--- config.mk ---
export PLATFORM = sky130hd
export DESIGN_NAME = kspu_top
export DESIGN_NICKNAME = d
export VERILOG_FILES = /design/src/kspu_pkg.sv /design/src/kspu_chk_if.sv /design/src/kspu_check.sv /design/src/kspu_top.sv
export SDC_FILE = /design/constraint.sdc
export NUM_CORES = 1
export LEC_CHECK = 0
export BUFFER_PORTS_ARGS = -buffer_cell sky130_fd_sc_hd__buf_2
export CAP_MARGIN = 25
export CORE_MARGIN = 3
export CORE_UTILIZATION = 35
export DETAILED_ROUTE_END_ITERATION = 8
export PLACE_DENSITY = 0.49
export SLEW_MARGIN = 20
export SYNTH_ARGS = -nofsm -noshare
export SYNTH_HDL_FRONTEND = slang
export SYNTH_HIERARCHICAL = 1
export SYNTH_SLANG_ARGS = --single-unit
--- constraint.sdc ---
create_clock -name sys_clk -period 10.25 [get_ports sys_clk]
set_clock_uncertainty 0.15 [all_clocks]
set_input_delay 0.5125 -clock sys_clk [delete_from_list [all_inputs] [get_ports sys_clk]]
set_output_delay 0.5125 -clock sys_clk [all_outputs]
set_load 0.005 [all_outputs]
--- src/kspu_pkg.sv ---
// Constants, register map and command codes of the key slot usage policy checker.
// Assumes a 32-bit Avalon-MM slave with byte addresses and one aligned word per register.
// Notes on behaviour
// - Private slot gives public key only if public_info_bit set or key generation is random
// - Validity control: slots 8-15, verify only
// - Public_info_bit clear: verify uses key unchecked
// - Validity-controlled slot write forces nibble to 0xA
// - Controlled verify needs nibble 0x5; validation writes it
// - Sign and info report slot validity state
// - Non-private slot refuses sign, keygen, ECDH, private write
// - Private slot allows only sign, keygen, ECDH, private write
// - Read_key_field bits gate external and internal signing
// - Validity nibble kept in storage beside the key
// - Random key generation ignores public_info_bit
// - ECC commands need legal ECC key type
// - SHA commands on private ECC slot return error
// - Digest generation allowed except on private slots
// - Key type 100 is P256, 111 non-ECC, rest reserved
// - Public_info_bit sits at bit 1 of policy word
package kspu_pkg;
  localparam int NUM_SLOTS = 16;
  localparam int SLOT_W = 4;
  localparam logic [7:0] OFS_POLICY = 8'h00;
  localparam logic [7:0] OFS_ACCESS = 8'h40;
  localparam logic [7:0] OFS_NIBBLE = 8'h80;
  localparam logic [7:0] OFS_CMD = 8'hC0;
  localparam logic [7:0] OFS_RESULT = 8'hC4;
  localparam logic [7:0] OFS_IRQ_STAT = 8'hC8;
  localparam logic [7:0] OFS_IRQ_CLR = 8'hCC;
  localparam logic [7:0] OFS_IRQ_EN = 8'hD0;
  localparam int POL_PRIV_BIT = 0;
  localparam int POL_PUB_BIT = 1;
  localparam int POL_TYPE_LSB = 2;
  localparam logic [2:0] KT_P256 = 3'h4;
  localparam logic [2:0] KT_NON_ECC = 3'h7;
  localparam int RK_EXT_BIT = 0;
  localparam int RK_TEMP_BIT = 1;
  localparam logic [3:0] NIB_VALID = 4'h5;
  localparam logic [3:0] NIB_INVALID = 4'hA;
  localparam logic [3:0] VCTL_FIRST_SLOT = 4'h8;
  localparam int CMD_SLOT_LSB = 0;
  localparam int CMD_OP_LSB = 4;
  localparam int CMD_TEMP_BIT = 8;
  localparam int CMD_RAND_BIT = 9;
  localparam int CMD_VAL_BIT = 10;
  localparam int CMD_SIGOK_BIT = 11;
  localparam int RES_ALLOWED = 0;
  localparam int RES_PUBOUT = 1;
  localparam int RES_VALID = 2;
  localparam int RES_VCTL = 3;
  localparam int RES_DONE = 4;
  localparam int EV_DONE = 0;
  localparam int EV_REFUSED = 1;
  localparam int NUM_EV = 2;
  localparam logic [15:0] POLICY_RST = 16'h001C;
  localparam logic [15:0] ACCESS_RST = 16'h0000;
  localparam logic [3:0] NIB_RST = NIB_INVALID;
  localparam logic [NUM_EV-1:0] IRQ_EN_RST = 2'h0;

  typedef enum logic [3:0] {
    OP_SIGN = 4'b0000,
    OP_KEYGEN = 4'b0001,
    OP_ECDH = 4'b0010,
    OP_PRIV_WRITE = 4'b0011,
    OP_VERIFY = 4'b0100,
    OP_MAC_CHECK = 4'b0101,
    OP_KEY_DERIVE = 4'b0110,
    OP_MAC = 4'b0111,
    OP_HMAC = 4'b1000,
    OP_DIGEST = 4'b1001,
    OP_SLOT_WRITE = 4'b1010,
    OP_INFO = 4'b1011
  } kspu_op_t;

  // Commands that belong to a private ECC slot
  function automatic logic is_priv_op(input kspu_op_t op);
    return (op == OP_SIGN) || (op == OP_KEYGEN) || (op == OP_ECDH) || (op == OP_PRIV_WRITE);
  endfunction

  function automatic logic is_sha_op(input kspu_op_t op);
    return (op == OP_MAC_CHECK) || (op == OP_KEY_DERIVE) || (op == OP_MAC) || (op == OP_HMAC);
  endfunction
endpackage

--- src/kspu_chk_if.sv ---
// Carrier between the register file and the policy decision logic.
// Assumes both ends run on the same clock.
`timescale 1ns/100ps
interface kspu_chk_if (
  input wire logic clk,
  input wire logic srst
);
  import kspu_pkg::*;
  logic [15:0] policy;
  logic [1:0] read_key;
  logic [SLOT_W-1:0] slot;
  kspu_op_t op;
  logic temp_src;
  logic rand_gen;
  logic validate;
  logic [3:0] nibble;
  logic allowed;
  logic pub_out;
  logic vctl;
  logic nib_valid;
  modport req (input clk, srst, allowed, pub_out, vctl, nib_valid,
               output policy, read_key, slot, op, temp_src, rand_gen, validate, nibble);
  modport chk (input clk, srst, policy, read_key, slot, op, temp_src, rand_gen, validate, nibble,
               output allowed, pub_out, vctl, nib_valid);
endinterface

--- src/kspu_check.sv ---
// Policy decision for one command against one slot, purely combinational.
// Assumes the requester holds the inputs stable for the cycle it samples the answer.
`timescale 1ns/100ps
module kspu_check (
  kspu_chk_if.chk c
);
  import kspu_pkg::*;
  logic priv;
  logic pub;
  logic ecc;
  assign priv = c.policy[POL_PRIV_BIT];
  assign pub = c.policy[POL_PUB_BIT];
  assign ecc = c.policy[POL_TYPE_LSB +: 3] == KT_P256;
  // Validity control lives only on non-private slots in the upper half
  assign c.vctl = !priv && pub && (c.slot >= VCTL_FIRST_SLOT);
  assign c.nib_valid = c.nibble == NIB_VALID;

  always_comb begin
    c.allowed = 1'b0;
    unique case (c.op)
      OP_SIGN: c.allowed = priv && ecc && (c.temp_src ? c.read_key[RK_TEMP_BIT] : c.read_key[RK_EXT_BIT]);
      OP_KEYGEN, OP_ECDH: c.allowed = priv && ecc;
      OP_PRIV_WRITE: c.allowed = priv;
      OP_VERIFY: c.allowed = !priv && ecc && (!c.vctl || c.validate || c.nib_valid);
      OP_MAC_CHECK, OP_KEY_DERIVE, OP_MAC, OP_HMAC: c.allowed = !priv;
      OP_DIGEST: c.allowed = !priv;
      OP_SLOT_WRITE, OP_INFO: c.allowed = !priv;
      default: c.allowed = 1'b0;
    endcase
  end

  // Random generation returns the new public key whatever public_info_bit says
  assign c.pub_out = c.allowed && (c.op == OP_KEYGEN) && (c.rand_gen || pub);

  a_priv_only: assert property (@(posedge c.clk) disable iff (c.srst)
    priv && !is_priv_op(c.op) |-> !c.allowed) else $error("private slot accepted a foreign command");
  a_nonpriv_deny: assert property (@(posedge c.clk) disable iff (c.srst)
    !priv && is_priv_op(c.op) |-> !c.allowed) else $error("private command accepted on plain slot");
  a_sign_gate: assert property (@(posedge c.clk) disable iff (c.srst)
    c.op == OP_SIGN && c.allowed |-> (c.temp_src ? c.read_key[1] : c.read_key[0]))
    else $error("sign allowed without read key permission");
  a_ecc_type: assert property (@(posedge c.clk) disable iff (c.srst)
    (c.op inside {OP_SIGN, OP_KEYGEN, OP_ECDH, OP_VERIFY}) && c.allowed |-> c.policy[4:2] == 3'b100)
    else $error("ECC command allowed on non-ECC slot");
  a_sha_priv: assert property (@(posedge c.clk) disable iff (c.srst)
    is_sha_op(c.op) && priv |-> !c.allowed) else $error("SHA command allowed on private slot");
  a_digest_rule: assert property (@(posedge c.clk) disable iff (c.srst)
    c.op == OP_DIGEST |-> c.allowed == !priv) else $error("digest permission wrong");
  a_pub_out: assert property (@(posedge c.clk) disable iff (c.srst)
    c.pub_out && !c.rand_gen |-> priv && pub) else $error("public key produced while hidden");
  a_vctl_slot: assert property (@(posedge c.clk) disable iff (c.srst)
    c.vctl |-> c.slot >= 4'h8 && !priv) else $error("validity control outside slots 8 to 15");
  a_verify_free: assert property (@(posedge c.clk) disable iff (c.srst)
    c.op == OP_VERIFY && !priv && ecc && !pub |-> c.allowed) else $error("unchecked verify refused");
endmodule

--- src/kspu_top.sv ---
// Key slot usage policy checker with its register file, Avalon-MM slave and interrupt.
// Assumes an Avalon-MM master on sys_clk that holds each request until waitrequest is low.
`timescale 1ns/100ps
module kspu_top (
  input wire logic sys_clk,
  input wire logic srst,
  input wire logic ce,
  input wire logic [7:0] avs_address,
  input wire logic avs_read,
  input wire logic avs_write,
  input wire logic [31:0] avs_writedata,
  output logic [31:0] avs_readdata,
  output logic avs_waitrequest,
  output logic irq
);
  import kspu_pkg::*;

  function automatic logic blk_hit(input logic [7:0] addr, input logic [7:0] base);
    return addr[7:6] == base[7:6];
  endfunction

  logic [15:0] policy [NUM_SLOTS];
  logic [15:0] access [NUM_SLOTS];
  logic [3:0] nibble [NUM_SLOTS];
  logic [SLOT_W-1:0] cmd_slot;
  kspu_op_t cmd_op;
  logic cmd_temp;
  logic cmd_rand;
  logic cmd_val;
  logic cmd_sigok;
  logic cmd_pend;
  logic res_allowed;
  logic res_pubout;
  logic res_valid;
  logic res_vctl;
  logic res_done;
  logic [NUM_EV-1:0] irq_status;
  logic [NUM_EV-1:0] irq_enable;
  logic [7:0] word_addr;
  logic [SLOT_W-1:0] addr_slot;
  logic wr_take;
  logic exec;
  logic [31:0] next_readdata;
  logic [NUM_EV-1:0] ev_set;
  logic [NUM_EV-1:0] ev_clr;

  kspu_chk_if chk (
    .clk(sys_clk),
    .srst(srst)
  );

  kspu_check u_check (
    .c(chk)
  );

  assign word_addr = {avs_address[7:2], 2'b00};
  assign addr_slot = avs_address[5:2];
  // A write lands only on the edge that also completes the bus handshake
  assign wr_take = ce && avs_write && !avs_waitrequest;
  assign exec = ce && cmd_pend;

  assign chk.policy = policy[cmd_slot];
  assign chk.read_key = access[cmd_slot][1:0];
  assign chk.slot = cmd_slot;
  assign chk.op = cmd_op;
  assign chk.temp_src = cmd_temp;
  assign chk.rand_gen = cmd_rand;
  assign chk.validate = cmd_val;
  assign chk.nibble = nibble[cmd_slot];

  // Bus handshake: one wait cycle, read data captured at the first edge
  always_ff @(posedge sys_clk) begin
    if (srst) begin
      avs_waitrequest <= 1'b1;
    end else if (ce) begin
      avs_waitrequest <= !((avs_read || avs_write) && avs_waitrequest);
    end
  end

  always_comb begin
    next_readdata = 32'h0;
    if (blk_hit(word_addr, OFS_POLICY)) begin
      next_readdata[15:0] = policy[addr_slot];
    end else if (blk_hit(word_addr, OFS_ACCESS)) begin
      next_readdata[15:0] = access[addr_slot];
    end else if (blk_hit(word_addr, OFS_NIBBLE)) begin
      next_readdata[3:0] = nibble[addr_slot];
    end else if (word_addr == OFS_CMD) begin
      next_readdata[CMD_SLOT_LSB +: SLOT_W] = cmd_slot;
      next_readdata[CMD_OP_LSB +: 4] = cmd_op;
      next_readdata[CMD_TEMP_BIT] = cmd_temp;
      next_readdata[CMD_RAND_BIT] = cmd_rand;
      next_readdata[CMD_VAL_BIT] = cmd_val;
      next_readdata[CMD_SIGOK_BIT] = cmd_sigok;
    end else if (word_addr == OFS_RESULT) begin
      next_readdata[RES_ALLOWED] = res_allowed;
      next_readdata[RES_PUBOUT] = res_pubout;
      next_readdata[RES_VALID] = res_valid;
      next_readdata[RES_VCTL] = res_vctl;
      next_readdata[RES_DONE] = res_done;
    end else if (word_addr == OFS_IRQ_STAT) begin
      next_readdata[NUM_EV-1:0] = irq_status;
    end else if (word_addr == OFS_IRQ_EN) begin
      next_readdata[NUM_EV-1:0] = irq_enable;
    end
  end

  always_ff @(posedge sys_clk) begin
    if (srst) begin
      avs_readdata <= 32'h0;
    end else if (ce && avs_read && avs_waitrequest) begin
      avs_readdata <= next_readdata;
    end
  end

  // Slot configuration words, software owned
  always_ff @(posedge sys_clk) begin
    if (srst) begin
      for (int i = 0; i < NUM_SLOTS; i++) begin
        policy[i] <= POLICY_RST;
        access[i] <= ACCESS_RST;
      end
    end else if (wr_take) begin
      if (blk_hit(word_addr, OFS_POLICY)) begin
        policy[addr_slot] <= avs_writedata[15:0];
      end
      if (blk_hit(word_addr, OFS_ACCESS)) begin
        access[addr_slot] <= avs_writedata[15:0];
      end
    end
  end

  // Command launch; the check runs in the cycle after the write lands
  always_ff @(posedge sys_clk) begin
    if (srst) begin
      cmd_slot <= 4'h0;
      cmd_op <= OP_INFO;
      cmd_temp <= 1'b0;
      cmd_rand <= 1'b0;
      cmd_val <= 1'b0;
      cmd_sigok <= 1'b0;
      cmd_pend <= 1'b0;
    end else if (ce) begin
      cmd_pend <= 1'b0;
      if (wr_take && word_addr == OFS_CMD) begin
        cmd_slot <= avs_writedata[CMD_SLOT_LSB +: SLOT_W];
        cmd_op <= kspu_op_t'(avs_writedata[CMD_OP_LSB +: 4]);
        cmd_temp <= avs_writedata[CMD_TEMP_BIT];
        cmd_rand <= avs_writedata[CMD_RAND_BIT];
        cmd_val <= avs_writedata[CMD_VAL_BIT];
        cmd_sigok <= avs_writedata[CMD_SIGOK_BIT];
        cmd_pend <= 1'b1;
      end
    end
  end

  // Result of the last command as seen by the requester
  always_ff @(posedge sys_clk) begin
    if (srst) begin
      res_allowed <= 1'b0;
      res_pubout <= 1'b0;
      res_valid <= 1'b0;
      res_vctl <= 1'b0;
      res_done <= 1'b0;
    end else if (exec) begin
      res_allowed <= chk.allowed;
      res_pubout <= chk.pub_out;
      res_valid <= chk.allowed && (cmd_op == OP_SIGN || cmd_op == OP_INFO) && chk.nib_valid;
      res_vctl <= chk.vctl;
      res_done <= 1'b1;
    end
  end

  // Validity nibbles; only permitted commands may touch them
  always_ff @(posedge sys_clk) begin
    if (srst) begin
      for (int i = 0; i < NUM_SLOTS; i++) begin
        nibble[i] <= NIB_RST;
      end
    end else if (exec && chk.allowed) begin
      if (cmd_op == OP_SLOT_WRITE && chk.vctl) begin
        nibble[cmd_slot] <= NIB_INVALID;
      end else if (cmd_op == OP_VERIFY && cmd_val && cmd_sigok && chk.vctl) begin
        nibble[cmd_slot] <= NIB_VALID;
      end
    end
  end

  // Interrupt: sticky events, write-one clear, set beats clear
  assign ev_set = exec ? {!chk.allowed, chk.allowed} : 2'h0;
  assign ev_clr = (wr_take && word_addr == OFS_IRQ_CLR) ? avs_writedata[NUM_EV-1:0] : 2'h0;

  always_ff @(posedge sys_clk) begin
    if (srst) begin
      irq_status <= 2'h0;
    end else if (ce) begin
      irq_status <= (irq_status & ~ev_clr) | ev_set;
    end
  end

  always_ff @(posedge sys_clk) begin
    if (srst) begin
      irq_enable <= IRQ_EN_RST;
    end else if (wr_take && word_addr == OFS_IRQ_EN) begin
      irq_enable <= avs_writedata[NUM_EV-1:0];
    end
  end

  always_ff @(posedge sys_clk) begin
    if (srst) begin
      irq <= 1'b0;
    end else if (ce) begin
      irq <= |(irq_status & irq_enable);
    end
  end

  a_inval_write: assert property (@(posedge sys_clk) disable iff (srst)
    exec && chk.allowed && cmd_op == OP_SLOT_WRITE && chk.vctl |=> nibble[$past(cmd_slot)] == 4'hA)
    else $error("slot write did not invalidate key");
  a_validate: assert property (@(posedge sys_clk) disable iff (srst)
    exec && chk.allowed && cmd_op == OP_VERIFY && cmd_val && cmd_sigok && chk.vctl
    |=> nibble[$past(cmd_slot)] == 4'h5) else $error("validating verify did not mark key valid");
  a_refused_keep: assert property (@(posedge sys_clk) disable iff (srst)
    exec && !chk.allowed |=> nibble[$past(cmd_slot)] == $past(chk.nibble))
    else $error("refused command changed validity");
  a_refused_event: assert property (@(posedge sys_clk) disable iff (srst)
    exec && !chk.allowed |=> irq_status[EV_REFUSED] && !res_allowed && res_done)
    else $error("refusal not reported");
  a_bus_answer: assert property (@(posedge sys_clk) disable iff (srst)
    ce && (avs_read || avs_write) && avs_waitrequest |=> !avs_waitrequest)
    else $error("bus request not answered in one cycle");
  a_irq_level: assert property (@(posedge sys_clk) disable iff (srst)
    ce |=> irq == |($past(irq_status) & $past(irq_enable))) else $error("interrupt level wrong");
  a_report_valid: assert property (@(posedge sys_clk) disable iff (srst)
    exec && chk.allowed && cmd_op == OP_INFO |=> res_valid == ($past(chk.nibble) == 4'h5))
    else $error("validity report wrong");

  // Result word follows the decision of the command that ran
  a_res_allowed: assert property (@(posedge sys_clk) disable iff (srst)
    exec |=> res_allowed == $past(chk.allowed))
    else $error("allowed flag not reported");
  a_res_done: assert property (@(posedge sys_clk) disable iff (srst)
    exec |=> res_done)
    else $error("done flag not set after command");
  a_res_vctl: assert property (@(posedge sys_clk) disable iff (srst)
    exec |=> res_vctl == $past(chk.vctl))
    else $error("validity control flag not reported");
  a_pubout_copy: assert property (@(posedge sys_clk) disable iff (srst)
    exec |=> res_pubout == $past(chk.pub_out))
    else $error("public key output flag not reported");
  a_hidden_key: assert property (@(posedge sys_clk) disable iff (srst)
    exec && cmd_op == OP_KEYGEN && !cmd_rand && !chk.policy[POL_PUB_BIT] |=> !res_pubout)
    else $error("hidden public key was produced");
  a_rand_pub: assert property (@(posedge sys_clk) disable iff (srst)
    exec && chk.allowed && cmd_op == OP_KEYGEN && cmd_rand |=> res_pubout)
    else $error("random key generation gave no public key");
  a_keygen_only: assert property (@(posedge sys_clk) disable iff (srst)
    exec && cmd_op != OP_KEYGEN |=> !res_pubout)
    else $error("public key output from a foreign command");
  a_sign_report: assert property (@(posedge sys_clk) disable iff (srst)
    exec && chk.allowed && cmd_op == OP_SIGN |=> res_valid == ($past(chk.nibble) == 4'h5))
    else $error("sign validity report wrong");
  a_report_scope: assert property (@(posedge sys_clk) disable iff (srst)
    exec && !(cmd_op inside {OP_SIGN, OP_INFO}) |=> !res_valid)
    else $error("validity reported by a foreign command");
  a_res_hold: assert property (@(posedge sys_clk) disable iff (srst)
    !exec |=> $stable(res_allowed) && $stable(res_valid) && $stable(res_pubout))
    else $error("result changed without a command");

  // Validity nibble moves only as the rules allow
  a_nib_idle: assert property (@(posedge sys_clk) disable iff (srst)
    !exec |=> nibble[$past(cmd_slot)] == $past(chk.nibble))
    else $error("validity changed without a command");
  a_nib_other: assert property (@(posedge sys_clk) disable iff (srst)
    exec && !(cmd_op inside {OP_SLOT_WRITE, OP_VERIFY}) |=> nibble[$past(cmd_slot)] == $past(chk.nibble))
    else $error("validity changed by a foreign command");
  a_low_slot: assert property (@(posedge sys_clk) disable iff (srst)
    exec && cmd_slot < 4'h8 |=> nibble[$past(cmd_slot)] == $past(chk.nibble))
    else $error("validity changed on a lower slot");
  a_priv_nib: assert property (@(posedge sys_clk) disable iff (srst)
    exec && chk.policy[POL_PRIV_BIT] |=> nibble[$past(cmd_slot)] == $past(chk.nibble))
    else $error("validity changed on a private slot");
  a_unchecked_keep: assert property (@(posedge sys_clk) disable iff (srst)
    exec && !chk.policy[POL_PUB_BIT] |=> nibble[$past(cmd_slot)] == $past(chk.nibble))
    else $error("validity changed on an uncontrolled slot");
  a_verify_gate: assert property (@(posedge sys_clk) disable iff (srst)
    exec && chk.allowed && cmd_op == OP_VERIFY && chk.vctl && !cmd_val |-> chk.nibble == 4'h5)
    else $error("verify used an unvalidated key");

  // Permission checks seen at the command level
  a_ecdh_type: assert property (@(posedge sys_clk) disable iff (srst)
    exec && chk.allowed && cmd_op == OP_ECDH |-> chk.policy[POL_PRIV_BIT] && chk.policy[4:2] == 3'b100)
    else $error("key agreement allowed on a wrong slot");
  a_sha_error: assert property (@(posedge sys_clk) disable iff (srst)
    exec && is_sha_op(cmd_op) && chk.policy[POL_PRIV_BIT] |=> !res_allowed && irq_status[EV_REFUSED])
    else $error("hash command on private slot not refused");
  a_digest_priv: assert property (@(posedge sys_clk) disable iff (srst)
    exec && cmd_op == OP_DIGEST && chk.policy[POL_PRIV_BIT] |=> !res_allowed)
    else $error("digest allowed on a private slot");
  a_digest_free: assert property (@(posedge sys_clk) disable iff (srst)
    exec && cmd_op == OP_DIGEST && !chk.policy[POL_PRIV_BIT] |=> res_allowed)
    else $error("digest refused on a plain slot");
  a_private_key_write_cmd: assert property (@(posedge sys_clk) disable iff (srst)
    exec && cmd_op == OP_PRIV_WRITE |=> res_allowed == $past(chk.policy[POL_PRIV_BIT]))
    else $error("private write permission wrong");
  a_done_event: assert property (@(posedge sys_clk) disable iff (srst)
    exec && chk.allowed |=> irq_status[EV_DONE])
    else $error("completion event not raised");

  // Register writes and bus timing
  a_cfg_write: assert property (@(posedge sys_clk) disable iff (srst)
    wr_take && blk_hit(word_addr, OFS_POLICY) |=> policy[$past(addr_slot)] == $past(avs_writedata[15:0]))
    else $error("policy word write lost");
  a_acc_write: assert property (@(posedge sys_clk) disable iff (srst)
    wr_take && blk_hit(word_addr, OFS_ACCESS) |=> access[$past(addr_slot)] == $past(avs_writedata[15:0]))
    else $error("access word write lost");
  a_en_write: assert property (@(posedge sys_clk) disable iff (srst)
    wr_take && word_addr == OFS_IRQ_EN |=> irq_enable == $past(avs_writedata[NUM_EV-1:0]))
    else $error("interrupt enable write lost");
  a_cmd_launch: assert property (@(posedge sys_clk) disable iff (srst)
    wr_take && word_addr == OFS_CMD |=> cmd_pend && cmd_slot == $past(avs_writedata[CMD_SLOT_LSB +: SLOT_W]))
    else $error("command write did not launch");
  a_wait_idle: assert property (@(posedge sys_clk) disable iff (srst)
    ce && !avs_read && !avs_write |=> avs_waitrequest)
    else $error("waitrequest low without a request");
  a_freeze: assert property (@(posedge sys_clk) disable iff (srst)
    !ce |=> $stable(avs_waitrequest) && $stable(avs_readdata) && $stable(irq) && $stable(irq_status))
    else $error("state moved while clock enable low");
  a_rd_launch: assert property (@(posedge sys_clk) disable iff (srst)
    ce && avs_read && avs_waitrequest |=> avs_readdata == $past(next_readdata))
    else $error("read data not captured");

  // Status bits: set beats clear, nothing sets without an event
  a_set_wins: assert property (@(posedge sys_clk) disable iff (srst)
    ce |=> (irq_status & $past(ev_set)) == $past(ev_set))
    else $error("event lost against a clear");
  a_clr_only: assert property (@(posedge sys_clk) disable iff (srst)
    !exec |=> (irq_status & ~$past(irq_status)) == 2'h0)
    else $error("status bit set without an event");
  a_clear_works: assert property (@(posedge sys_clk) disable iff (srst)
    ce && !exec |=> (irq_status & $past(ev_clr)) == 2'h0)
    else $error("status bit not cleared");
endmodule
* Word-level counts from Yosys, hierarchy flattened
Memories as Yosys holds them, arrays and structs flattened. A register that Yosys moved wholly into a read port is not among the register bits. Cells that the tools add are included. W data, S select, Z words.
Word-level totals: output and inout bits 34, register bits 40, bits in latches 0, word-level logic and storage cells 140, memories 3, memory bits (writable) 576, ROM bits 0, input bits 45
Cells by class: multiplexer cells 51, order comparisons 1, reductions and logical operators 43, eq/ne operators 20, divide/modulo/power cells 0, bitwise operators 5, $mul 0, shift-type cells 0, add/sub/neg operators 0
Memories:
- access | depth 16, width 16, read ports 2, clocked after memory_dff 1, wr ports 16, RTL line kspu_top.sv:23 | logic [15:0] access [NUM_SLOTS];
- policy | depth 16, width 16, read ports 2, clocked after memory_dff 1, wr ports 16, RTL line kspu_top.sv:22 | logic [15:0] policy [NUM_SLOTS];
- nibble | depth 16, width 4, read ports 2, clocked after memory_dff 1, wr ports 16, RTL line kspu_top.sv:24 | logic [3:0] nibble [NUM_SLOTS];
Operators by type and width (count):
- $mux W4 | 13
- $mux W16 | 3
- $reduce_or A16 Y1 | 2
- $eq A6 B6 Y1 const B | 5
- $logic_and A1 B1 Y1 | 24
- $mux W1 | 24
- $eq A4 B3 Y1 const B | 5
- $eq A4 B4 Y1 const B | 4
- $mux W12 | 1
- $mux W2 | 5
- $eq A4 B2 Y1 const B | 2
- $mux W8 | 1
- $mux W7 | 1
- $reduce_or A7 Y1 | 1
- $logic_not A1 Y1 | 5
- $logic_or A1 B1 Y1 | 5
- $mux W5 | 1
- $pmux W1 S5 | 1
- $and A2 B2 Y2 | 2
- $eq A4 B1 Y1 const B | 1
- $ge A4 B4 Y1 const B | 1
- $logic_not A4 Y1 | 1
- $reduce_or A2 Y1 | 2
- $reduce_or A4 Y1 | 1
- 9 further kinds | 9

* Logic depth before layout (Yosys ltp)
depth in word-level cells 15, mapped depth 13, mapped depth without buffers 10

* Modules after synthesis
Netlist, hierarchy kept.
Modules (own cells, without submodules):
- kspu_top | seq. area each 17216.5 µm², times used 1, area an instance 29454.5 µm², cells an instance 1998
- kspu_check | seq. area each 0.0 µm², times used 1, area an instance 143.9 µm², cells an instance 19

* Worst setup path after synthesis
OpenSTA, ideal clock, no wires.
kind reg-to-reg, from register (tool-made name), to memory nibble[12][1], enable pin, path buffers 2, stages on the path, launching flop included 12, period minus slack after synthesis 4135 ps, data required time 9806 ps, library setup time 294 ps, slack 6115 ps, arrival 3692 ps, cell sequence dfxtp_1 -> clkbuf_1 -> buf_2 -> mux4_2 -> mux4_2 -> maj3_2 -> a21oi_2 -> nor4b_2 -> nand3b_1 -> a21oi_1 -> nor3b_2 -> a31o_2
RTL lines (RTL line):
- end, declared | kspu_top.sv:24

==> flow_metrics.tcl <==
set metrics [dict create \
    seq_area_um2 17200 \
    hold_class "in -> reg" \
    placedCellCount 2912 \
    gr-total-overflow 0 \
    worstMarginPinSlew_ps 1010 \
    areaGrowthSynthToFinish_pct 11.4 \
    cp_data_required_time_ps 10390 \
    vdd_drop_max_v 0.0000956 \
    postCtsSetupRepairBufs 0 \
    die-area_um2 84400 \
    top_usage_layer "met2" \
    boundaryPins 79 \
    crit_fanout 34 \
    max-clock-path-buffers 3 \
    cp-start-kind "flop" \
    synth_cells 1952 \
    fin_cells 3037 \
    worst_ep_arrival_time_ps 5420 \
    fin_crit_ps 5280 \
    fin_area_um2 31600 \
    cap_violations 0 \
    powerDensity_nw_per_um2 174 \
    clkSlewWorstSetupHoldPaths_ps 60 \
    rows 103 \
    timing.setup.tns_ps 0 \
    critPathKind "reg -> reg" \
    drtIter0Drc 1550 \
    first_pass_iters 5 \
    placed_cell_area_um2 29300 \
    drv_slew 0 \
    use_met2 0.305 \
    grt_pass1_vias 16700 \
    cp-end-kind "flop" \
    hold_viol 0 \
    relSlewSlack 0.320 \
    power_leakage_nw 11.1 \
    post-route-util 0.397 \
    max_stage_delay_ps 690 \
    track_usage 0.196 \
    core_um2 79500 \
    wire_per_inst_um 27.4 \
    grt_pass1_wl_um 120000 \
    grt_util_met1 0.282 \
    ant_nets 0 \
    cts_hold_buf 0 \
    cts_root_buf "clkbuf_16" \
    clk-insertion-delay-late_ps 600 \
    crit_chain "buf_4 -> mux4_2 -> mux4_2 -> maj3_2 -> a21oi_2 -> nor4b_2 -> nand3b_1 -> a21oi_1 -> nor3b_2 -> a21o_1" \
    via_per_inst 5.40 \
    nFillCells 7289 \
    cts_tree "yes" \
    diodes 0 \
    status "finished clean" \
    rsz0062_at_grt "no" \
    syn_area_per_cell_um2 14.5 \
    crit_top_cell "mux4_2" \
    fp.dieH_um 290 \
    drive_above_1_share 0.206 \
    fmax_ghz 0.189 \
    place_congestion 0.835 \
    use_met3 0.0374 \
    initial_core_util 0.356 \
    antenna_found_initial 3 \
    yosysWarnings 6 \
    synth.cell_area_um2 28300 \
    setup_viol 0 \
    period_share 0.515 \
    numPortBuffers 44 \
    fin_nets 1979 \
    cts_num_sinks 588 \
    multi_input_area_um2 10200 \
    hpwl_um 50800 \
    grt_max_degree 61 \
    die_w_um 290 \
    vias 16400 \
    critical_path.slowest_cell "nor3b_2" \
    cts_resized 0 \
    h-tree-depth 3 \
    drt-total-wl_um 83200 \
    cts-buffers-inserted 68 \
    finalPower_w 0.00548 \
    route.detailed.drc 0 \
]
## flip-flops by register name (all words and copies together), names as in the netlist, named ones only
signal	count
access	256
avs_readdata	16
avs_waitrequest	1
chk.op	4
chk.rand_gen	1
chk.slot	4
chk.temp_src	1
chk.validate	1
cmd_pend	1
cmd_sigok	1
irq	1
irq_enable	2
irq_status	2
nibble	32
policy	256
res_allowed	1
res_done	1
res_pubout	1
res_valid	1
res_vctl	1
## final cells by class
class                           instances  area share
Tap cell                             1050      0.0416
Clock buffer                           94      0.0623
Inverter                                2    0.000238
Sequential cell                       588       0.546
Timing Repair Buffer                   91      0.0189
Clock inverter                         29     0.00722
Multi-Input combinational cell       1183       0.324
## metrics by stage
step | hold slack, ps | setup WS [ps]
final | 84.4 | 4970
after global routing | 86.3 | 4630
after CTS | 47.6 | 4910
after detailed placement | 304 | 4940
after global placement | 300 | 4930
after floorplan | 282 | 6220
## cells in the final DEF (no fill, tap or decap), types with 6 or more instances in the layout
cell type  instances
clkinv_1          14
conb_1            16
mux2i_1           70
nor3_1            19
buf_4             47
a22o_1             7
clkbuf_8           6
dfxtp_1           42
nor2b_1           17
clkbuf_16         74
a21o_1            14
clkinv_2          11
or2_2             30
o21ai_1            8
and3_1            32
buf_2             41
a21oi_1           31
o22ai_1           12
nand2b_1          16
a32o_1             7
nand3b_1           7
or3_1             48
mux4_2           171
nor2_1            70
a22oi_1           10
nand2_1           75
a221oi_1           7
and2_1           440
clkbuf_1          16
edfxtp_1         544
nand3_1           12
## routing by layer
metal	up-vias	share of wire
li1	7239	-
met4	0	0.022
met2	493	0.47
met5	-	0
met3	104	0.067
met1	8554	0.44
## critical path, delay by kind of cell (launching register included)
family	cells	cell delay (ps)
DFF	1	360
and+or+nand+nor	3	1390
AOI/OAI and AO/OA	3	810
muxes	2	1240
adders and majority gates	1	350
buffers and inverters	1	610
## final timing paths
| kind | slack (ps) | startpoint | cells past startpoint | end |
|---|---|---|---|---|
| setup / recovery | 4970 | flop | 10 | nibble[8][1]$_SDFFCE_PN1P_ |
| hold / removal | 80 | ce | 2 | irq$_SDFFE_PP0P_ |
| setup reg to reg | 4970 | flop | 10 | nibble[8][1]$_SDFFCE_PN1P_ |
| hold reg to reg | 320 | res_allowed$_SDFFE_PP0N_ | 2 | res_allowed$_SDFFE_PP0N_ |
## where the power goes
part,internal [W],leakage (nW),total (W),switching (W)
logic,0.000118,4.17,0.000363,0.000245
clock network,0.00144,1.08,0.00241,0.000974
registers,0.00268,5.85,0.00271,0.0000254
total,0.00424,11.1,0.00548,0.00124
No activity file was read; power rests on OpenSTA's default activity.
